File: config.mk
export PLATFORM = sky130hd
export DESIGN_NAME = pmlp_top
export DESIGN_NICKNAME = d
export VERILOG_FILES = /design/src/logic/pmlp_pkg.sv /design/src/logic/pmlp_top.sv
export SDC_FILE = /design/constraint.sdc
export NUM_CORES = 1
export LEC_CHECK = 0
export ABC_AREA = 1
export ABC_CLOCK_PERIOD_IN_PS = 2350
export BUFFER_PORTS_ARGS = -buffer_cell sky130_fd_sc_hd__buf_2
export CORE_MARGIN = 2
export CORE_UTILIZATION = 35
export CTS_BUF_LIST = sky130_fd_sc_hd__clkbuf_16
export CTS_CLUSTER_SIZE = 14
export DETAILED_ROUTE_END_ITERATION = 10
export PLACE_DENSITY_LB_ADDON = 0.05
export SYNTH_ARGS = -nofsm -noshare
export SYNTH_HDL_FRONTEND = slang
export SYNTH_SLANG_ARGS = --single-unit
File: constraint.sdc
create_clock -name mclk_i -period 2.35 [get_ports mclk_i]
set_input_delay 0.47 -clock mclk_i [delete_from_list [all_inputs] [get_ports mclk_i]]
set_output_delay 0.47 -clock mclk_i [all_outputs]
set_load 0.02 [all_outputs]
File: src/logic/pmlp_pkg.sv
// constants and types shared by the memory lock protection block
package pmlp_pkg;

  // ---------------------------------------------------------------
  // lock byte layout
  // ---------------------------------------------------------------
  localparam int LOCK_W = 8;
  localparam int BOOT_HI_BIT = 5;
  localparam int BOOT_LO_BIT = 4;
  localparam int APP_HI_BIT = 3;
  localparam int APP_LO_BIT = 2;
  localparam int MEM_HI_BIT = 1;
  localparam int MEM_LO_BIT = 0;
  localparam logic [7:0] LOCK_ERASED = 8'hFF;   // every bit unprogrammed
  localparam logic [7:0] LOCK_SAFE = 8'hC0;     // held until the stored byte is loaded
  localparam logic [7:0] UNUSED_MASK = 8'hC0;   // bits that always read one
  localparam logic [7:0] SECT_MASK = 8'h3C;     // boot and application pairs
  localparam logic [7:0] MEM_MASK = 8'h03;      // general memory pair

  // ---------------------------------------------------------------
  // self-programming control
  // ---------------------------------------------------------------
  localparam int SPM_CTRL_W = 5;
  localparam logic [4:0] SPM_CMD_LOCK_SET = 5'h09;  // lock set together with store enable
  localparam logic [2:0] STORE_WIN_CYC = 3'h4;      // store must follow within four cycles
  localparam logic [2:0] READ_WIN_CYC = 3'h3;       // table read must follow within three
  localparam logic [2:0] WIN_IDLE = 3'h0;
  localparam int PC_W = 17;

  // ---------------------------------------------------------------
  // protection modes of a lock pair
  // ---------------------------------------------------------------
  typedef enum logic [1:0] {
    PMLP_MODE1,
    PMLP_MODE2,
    PMLP_MODE3,
    PMLP_MODE4
  } pmlp_mode_t;

  // maps an {upper, lower} pair to its protection mode
  function automatic pmlp_mode_t pmlp_pair_mode(input logic [1:0] pair);
    pmlp_mode_t m;
    m = PMLP_MODE1;
    unique case (pair)
      2'b11: m = PMLP_MODE1;
      2'b10: m = PMLP_MODE2;
      2'b00: m = PMLP_MODE3;
      2'b01: m = PMLP_MODE4;
    endcase
    return m;
  endfunction : pmlp_pair_mode

endpackage : pmlp_pkg

File: src/logic/pmlp_top.sv
// lock byte storage and protection decode for programming and self-programming
//
// How it works
// - six lock bits, zero means programmed
// - only chip erase returns bits to one
// - byte layout: unused, boot, app, memory pairs
// - memory mode 1 leaves programming unrestricted
// - memory mode 2 stops programming, locks fuses
// - memory mode 3 stops verify, locks boot bits
// - app pair 11 leaves app access free
// - app mode 2 blocks stores into app
// - app mode 3 blocks stores, boot reads
// - app mode 4 blocks reads from boot only
// - app modes 3,4 mask irqs in app when vectors sit in boot
// - boot pair 11 leaves boot access free
// - boot mode 2 blocks stores into boot
// - boot mode 3 blocks stores, app reads
// - boot mode 4 blocks reads from app only
// - boot modes 3,4 mask irqs in boot when vectors sit in app
// - armed store within four cycles sets bits
// - armed table read returns lock or fuses
`timescale 1ns/100ps
`default_nettype none

module pmlp_top
  import pmlp_pkg::*;
(
  input wire logic mclk_i,                       // system clock, 250 MHz
  input wire logic srst_i,                       // synchronous reset, active high
  input wire logic ce_i,                         // clock enable, freezes state when low
  input wire logic [7:0] nv_lock_i,              // stored lock byte from nonvolatile array
  input wire logic [7:0] fuse_i,                 // fuse byte returned by armed table read
  input wire logic chip_erase_i,                 // chip erase command pulse
  input wire logic ext_lock_wr_i,                // programmer writes lock byte, pulse
  input wire logic [7:0] ext_lock_data_i,        // lock byte from programmer
  input wire logic spm_ctrl_wr_i,                // core writes store control bits, pulse
  input wire logic [4:0] spm_ctrl_data_i,        // low five store control bits
  input wire logic store_program_i,              // core executes store instruction, pulse
  input wire logic [7:0] low_working_reg_i,      // low working register value
  input wire logic table_read_i,                 // core executes table read, pulse
  input wire logic ptr_lsb_i,                    // pointer bit 0, fuse when high
  input wire logic [16:0] boot_start_i,          // first word address of boot section
  input wire logic [16:0] pc_i,                  // executing program counter
  input wire logic [16:0] store_addr_i,          // word address targeted by a store
  input wire logic [16:0] read_addr_i,           // word address targeted by a table read
  input wire logic vectors_in_boot_i,            // interrupt vectors sit in boot section
  output logic [7:0] lock_byte_o,                // current lock byte, registered
  output logic lock_loaded_o,                    // stored byte has been loaded
  output logic ext_prog_allow_o,                 // external memory programming allowed
  output logic ext_verify_allow_o,               // external memory verification allowed
  output logic ext_fuse_allow_o,                 // external fuse writes allowed
  output logic ext_boot_lock_allow_o,            // boot lock bits may still change
  output logic store_allow_o,                    // store to store_addr_i allowed
  output logic read_allow_o,                     // table read of read_addr_i allowed
  output logic irq_allow_o,                      // interrupts allowed at pc_i
  output logic special_read_o,                   // table read now returns lock or fuses
  output logic [7:0] read_data_o,                // lock or fuse byte, registered
  output logic read_valid_o                      // read_data_o valid, one-cycle pulse
);

  // ---------------------------------------------------------------
  // section classification
  // ---------------------------------------------------------------
  // true when a word address lies in the boot loader section
  function automatic logic in_boot(input logic [16:0] addr, input logic [16:0] bound);
    return addr >= bound;
  endfunction : in_boot

  logic [7:0] lock_q, lock_d;
  logic loaded_q, loaded_d;
  logic [2:0] win_q, win_d;
  logic [7:0] rdata_q, rdata_d;
  logic rvalid_q, rvalid_d;
  logic pc_boot, store_boot, read_boot;
  pmlp_mode_t mem_mode, app_mode, boot_mode;

  // which section each address falls in
  assign pc_boot = in_boot(pc_i, boot_start_i);
  assign store_boot = in_boot(store_addr_i, boot_start_i);
  assign read_boot = in_boot(read_addr_i, boot_start_i);

  // ---------------------------------------------------------------
  // mode decode
  // ---------------------------------------------------------------
  // modes apply only through programmed bits
  assign mem_mode = pmlp_pair_mode({lock_q[MEM_HI_BIT], lock_q[MEM_LO_BIT]});
  assign app_mode = pmlp_pair_mode({lock_q[APP_HI_BIT], lock_q[APP_LO_BIT]});
  assign boot_mode = pmlp_pair_mode({lock_q[BOOT_HI_BIT], lock_q[BOOT_LO_BIT]});

  // external programming gates; unlisted pair 01 treated as mode 3
  assign ext_prog_allow_o = (mem_mode == PMLP_MODE1);
  assign ext_verify_allow_o = (mem_mode == PMLP_MODE1) || (mem_mode == PMLP_MODE2);
  assign ext_fuse_allow_o = (mem_mode == PMLP_MODE1);
  assign ext_boot_lock_allow_o = ext_verify_allow_o;

  // self-programming store gate per target section
  always_comb begin
    if (store_boot) begin
      store_allow_o = (boot_mode == PMLP_MODE1) || (boot_mode == PMLP_MODE4);
    end else begin
      store_allow_o = (app_mode == PMLP_MODE1) || (app_mode == PMLP_MODE4);
    end
  end

  // table read gate: only cross-section reads are ever blocked
  always_comb begin
    read_allow_o = 1'b1;
    if (!read_boot && pc_boot) begin
      read_allow_o = !((app_mode == PMLP_MODE3) || (app_mode == PMLP_MODE4));
    end else if (read_boot && !pc_boot) begin
      read_allow_o = !((boot_mode == PMLP_MODE3) || (boot_mode == PMLP_MODE4));
    end
  end

  // interrupt mask while running in the section without the vectors
  always_comb begin
    irq_allow_o = 1'b1;
    if (vectors_in_boot_i && !pc_boot) begin
      irq_allow_o = !((app_mode == PMLP_MODE3) || (app_mode == PMLP_MODE4));
    end else if (!vectors_in_boot_i && pc_boot) begin
      irq_allow_o = !((boot_mode == PMLP_MODE3) || (boot_mode == PMLP_MODE4));
    end
  end

  // ---------------------------------------------------------------
  // lock byte and arming window, next state
  // ---------------------------------------------------------------
  // table read sees lock or fuses during the first three window cycles
  assign special_read_o = (win_q > (STORE_WIN_CYC - READ_WIN_CYC));

  always_comb begin
    logic [7:0] prog;
    prog = LOCK_ERASED;
    lock_d = lock_q;
    loaded_d = loaded_q;
    win_d = win_q;
    rdata_d = rdata_q;
    rvalid_d = 1'b0;
    // window counts down and closes by itself
    if (win_q != WIN_IDLE) begin
      win_d = win_q - 3'h1;
    end
    if (spm_ctrl_wr_i && (spm_ctrl_data_i == SPM_CMD_LOCK_SET)) begin
      win_d = STORE_WIN_CYC;
    end
    // programmer write; boot bits frozen once memory mode 3 holds
    if (ext_lock_wr_i) begin
      prog = ext_boot_lock_allow_o ? ext_lock_data_i : (ext_lock_data_i | SECT_MASK);
    end
    // armed store takes section bits from the low working register
    if (store_program_i && (win_q != WIN_IDLE)) begin
      prog = prog & (low_working_reg_i | MEM_MASK);
      win_d = WIN_IDLE;
    end
    // writes only program bits, never erase them
    lock_d = (lock_q & prog) | UNUSED_MASK;
    if (table_read_i && special_read_o) begin
      rdata_d = ptr_lsb_i ? fuse_i : lock_q;
      rvalid_d = 1'b1;
    end
    if (chip_erase_i) begin
      lock_d = LOCK_ERASED;
    end
    // first enabled cycle after reset captures the stored byte
    if (!loaded_q) begin
      lock_d = nv_lock_i | UNUSED_MASK;
      loaded_d = 1'b1;
      win_d = WIN_IDLE;
      rvalid_d = 1'b0;
    end
  end

  // registers; reset holds the most protective byte until loaded
  always_ff @(posedge mclk_i) begin
    if (srst_i) begin
      lock_q <= LOCK_SAFE;
      loaded_q <= 1'b0;
      win_q <= WIN_IDLE;
      rdata_q <= LOCK_SAFE;
      rvalid_q <= 1'b0;
    end else if (ce_i) begin
      lock_q <= lock_d;
      loaded_q <= loaded_d;
      win_q <= win_d;
      rdata_q <= rdata_d;
      rvalid_q <= rvalid_d;
    end
  end

  assign lock_byte_o = lock_q;
  assign lock_loaded_o = loaded_q;
  assign read_data_o = rdata_q;
  assign read_valid_o = rvalid_q;
endmodule : pmlp_top

`default_nettype wire

Word-level counts from Yosys, hierarchy flattened
Cells that the tools add are included.
- register bits: 21
- bits of input ports: 115
- output and inout bits: 26
- multiplexer cells: 20
- reduce and logical (&&, ||, !) cells: 26
- equality and inequality tests: 16
- magnitude comparators: 4
- bitwise operators: 2
- add/subtract/negate cells: 1
- operators with widths (kind ; count):
    $ge A17 B17 Y1 ; 3
    $mux W6 ; 4
    $pmux W2 S4 ; 3
    $eq A2 B2 Y1 const B ; 10
    $mux W8 ; 2
    $and A6 B6 Y6 ; 2
    $logic_not A2 Y1 ; 6
    $mux W3 ; 4
    $eq A2 B1 Y1 const B ; 4
    $logic_and A1 B1 Y1 ; 7
    $mux W1 ; 7
    $eq A5 B4 Y1 const B ; 1
    $logic_not A1 Y1 ; 5
    $logic_or A1 B1 Y1 ; 5
    $ne A4 B1 Y1 const B ; 1
    $reduce_and A2 Y1 ; 2
    $gt A3 B1 Y1 const B ; 1
    $reduce_bool A3 Y1 ; 1
    $sub A3 B1 Y3 const B ; 1

Longest topological paths before layout
- depth in word-level cells: 11
- depth in mapped cells: 14
- depth with buffers taken out: 14

Least setup slack after synthesis
Ideal clock, no wire load.
- kind: in2out
- start point: input port boot_start_i[12]
- end point: output port read_allow_o
- data arrival time: 1.722 ns
- path slack: 0.158 ns
- path buffers: 0
- data required time: 1.880 ns
- stages: 11
- cell sequence: inv_1 ha_1 nand2_1 inv_1 nand2_1 nand2_1 a21oi_1 nand3_1 nor2_1 nor2_1 nor2_1
- longest elaborated chain between the ends: 5
- elaborated cells on any way between the ends: 8
- classes of those cells: order compare (2); mux (2); reduce/logical (4)
- RTL lines (item ; RTL line ; text):
    start, declared ; pmlp_top.sv:42 ; input wire logic [16:0] boot_start_i,
    $ge A17 B17 Y1 ; pmlp_top.sv:66 ; return addr >= bound;
    $logic_not A1 Y1 ; pmlp_top.sv:110 ; end else if (read_boot && !pc_boot) begin
    $logic_and A1 B1 Y1 ; pmlp_top.sv:110 ;
    $mux W1 ; pmlp_top.sv:110 ;
    $mux W1 * ; pmlp_top.sv:108 ; if (!read_boot && pc_boot) begin
    end, declared ; pmlp_top.sv:54 ; output logic read_allow_o,
Mark *: on every way between the ends. The rest lies on a longest branch, timed or not.

Worst setup path after layout
- start point: input port pc_i[8]
- end point: output port read_allow_o
- longest elaborated chain between the ends: 5
- elaborated cells on any way between the ends: 6
- classes of those cells: order compare (1); mux (2); reduce/logical (3)
- RTL lines (item ; RTL line ; text):
    start, declared ; pmlp_top.sv:43 ; input wire logic [16:0] pc_i,
    $ge A17 B17 Y1 * ; pmlp_top.sv:66 ;
    $logic_not A1 Y1 ; pmlp_top.sv:110 ;
    $logic_and A1 B1 Y1 ; pmlp_top.sv:110 ;
    $mux W1 ; pmlp_top.sv:110 ;
    $mux W1 * ; pmlp_top.sv:108 ;
Marks and branches as above.

==> metrics.txt <==
hold endpoint read_data_o[7]; post-route ant nets 0; total gr overflow 0; Placement Cell Area 0.00325 mm^2; CTS Buf Count 3; FF-to-FF Start win_q[1]; crit share post-route 98.1%; Hold Path Origin fuse_i[7]; Worst-Skew Late Latency 0.25 ns; hold crit path type in -> reg; Post-Layout Cell Count 621; run status finished, final reports clean; R2R Setup Slk 0.90 ns; first-pass GRT wire length 10800 um; Clock Path Buffers 2; Die Footprint 0.00774 mm^2; R2R depth 7; FF-to-FF End read_data_o[3]; Die Y-Extent 88.0 um; wire per inst 12.1 um; type of element launching the critical path primary input; Synth Cell Area 0.00247 mm^2; clk_skew 0.00221 ns; pre-CTS WS -0.0647 ns; IO Count 141; # DRC 0; Synth Area per Inst 6.35 um^2; initial antenna violation count 0; input/output buffers 130; synthesized instance count 389; fillcell total 645; Layout Nets 695; clock transition at the registers of the reported paths 0.06 ns; area growth from synthesis to layout 66.0%; CTS Sinks 19; setup ws final 0.0446 ns; Vias/cell 4.63; post-route cell area 0.00410 mm^2; vias in the first global route 2425; Pwr Total 1.47 mW; clk root buf clkbuf_16; Worst EP required 1.88 ns; routed via count 2873; largest net degree at the start of global routing 16; drt total wl 7520 um; unrepaired setup endpoints after global routing yes; Core Area 0.00679 mm^2; Placed Cells 617; Final setup violation count 0; Leak 2.06 nW; Critical Setup Path Class in -> out; Initial Util 36.4%; post-synth cell types 29; share of layout cells above drive strength 1 48.0%; Hold Fails Final Rpt 0; worst IR drop on VDD 0.000219 V; CP Capture Type primary output; DP Wirelength 5850 um; drt pass-1 iters 4; CTS tree done; Power Density 359 mW/mm^2; # rows 30; Seq cells post-synth 19; n_diodes 0; yosys warns 0; Fmax achieved 434 MHz; part of the Yosys area used for sequential elements 15.4%; # H-tree levels 1; Final min period 2.31 ns; chip width 88.0 um; hold path cells 3; maxcap violations 0; max-slew violation count 0; critical path data arrival time 1.84 ns; RePlAce Congestion 0.798; # hold bufs at CTS 0; Crit Path Max Fanout 3; All-Layer GR Usage 17.5%; initial drt markers 103
-- synthesized netlist by cell type --
cell type | instances | area, um^2
a21o_1 | 4 | 30.0
o21ai_2 | 1 | 8.76
inv_2 | 5 | 18.8
inv_1 | 62 | 233
a21oi_2 | 1 | 8.76
nand3_2 | 1 | 10.0
buf_6 | 2 | 22.5
nand2_2 | 1 | 6.26
nand2_1 | 108 | 405
nand4_1 | 11 | 68.8
buf_4 | 5 | 37.5
nand3_1 | 9 | 45.0
conb_1 | 1 | 3.75
dfxtp_1 | 19 | 380
a31oi_1 | 6 | 37.5
nand3b_1 | 3 | 22.5
buf_2 | 1 | 5.00
and2_1 | 1 | 6.26
ha_1 | 54 | 676
clkbuf_1 | 2 | 7.51
o21ai_0 | 10 | 50.1
a21oi_1 | 27 | 135
nor2_2 | 1 | 6.26
or2_1 | 1 | 6.26
nor2_1 | 34 | 128
clkinv_2 | 1 | 5.00
o21ai_1 | 9 | 45.0
o22ai_1 | 8 | 50.1
nand2_4 | 1 | 11.3
-- where the power goes --
group          internal, mW  switching, mW  leakage (nW)  total, mW
combinational         0.353          0.395          1.86      0.748
clock                 0.228          0.127        0.0409      0.355
sequential            0.347         0.0230         0.156      0.370
-- state kept, by name, indices dropped and copies added, names as in the netlist --
name	flops
read_data_o	8
lock_loaded_o	1
lock_byte_o	6
win_q	3
read_valid_o	1
-- layer usage --
| metal | global-route usage [%] | vias up | routed length (um) |
|---|---|---|---|
| met1 | 25.5 | 1250 | 3500 |
| li1 | - | 1535 | - |
| met2 | 27.3 | 82 | 3540 |
| met4 | 2.66 | 0 | 51 |
| met3 | 3.02 | 6 | 437 |
| met5 | 0 | - | 0 |
-- cell type report --
type	count	area [um^2]	share of cell area (%)
flip-flops and latches	19	380	9.28
multi-input cells	293	2380	58.1
clock buffers	3	75.1	1.83
repair buffers	141	835	20.4
clock inverters	1	5.00	0.122
inverters	68	302	7.36
well taps	96	120	2.93
-- per-stage QoR --
stage / TNS, ns / hold slack, ns / util (%)
after detailed placement: -0.150 / 0.446 / 47.9
after global placement: -0.0984 / 0.440 / 47.9
after global routing: -0.0995 / 0.433 / 60.3
after CTS: 0 / 0.428 / 50.1
after floorplan: 0 / 0.445 / -
final: 0 / 0.427 / 60.3
-- cells in the final DEF, fill, tap and decap left out, types with 5 or more instances in the layout --
| cell | instances |
|---|---|
| nand3_1 | 7 |
| o21ai_1 | 9 |
| buf_4 | 10 |
| inv_1 | 42 |
| inv_4 | 10 |
| o21ai_0 | 10 |
| a21oi_2 | 5 |
| nor2_4 | 6 |
| nor2_1 | 21 |
| ha_4 | 36 |
| nand2_2 | 15 |
| nand2_4 | 7 |
| dfxtp_1 | 19 |
| a31oi_1 | 6 |
| nand4_1 | 11 |
| inv_2 | 11 |
| buf_6 | 15 |
| nor2_2 | 8 |
| o22ai_1 | 8 |
| a21oi_1 | 23 |
| buf_2 | 115 |
| ha_1 | 18 |
| nand2_1 | 88 |
-- cells by family after synthesis --
family / synth area share (%)
AO/OA/AOI/OAI: 14.8
adder cells (fa/ha/maj): 27.4
buffers and inverters: 13.3
flip-flops: 15.4
other: 0.152
AND/OR/NAND/NOR: 29.0
-- worst max path at each step --
| stage | start | to | slack [ns] |
|---|---|---|---|
| after global routing | boot_start_i[6] | store_allow_o | -0.06 |
| after detailed placement | boot_start_i[12] | store_allow_o | -0.06 |
| after global placement | boot_start_i[8] | read_allow_o | -0.04 |
| after CTS | boot_start_i[2] | read_allow_o | 0.0003 |
| after floorplan | boot_start_i[12] | read_allow_o | 0.16 |
| final | pc_i[8] | read_allow_o | 0.04 |
-- worst max-delay path: stages --
cell	delay [ns]
buf_2	0.11
ha_4	0.27
nand2_1	0.06
nor2_1	0.15
nand2_1	0.10
nand3b_1	0.21
nand4_1	0.15
nor2_1	0.06
nor2_1	0.10
buf_4	0.15
-- what timing repair did --
item,in CTS,in global routing
cloned,0,0
setup buffers,0,1
gates resized for setup,14,132
endpoints found under the setup margin,3,3
pin swaps,7,52
Power figures use the tool's default switching activity.
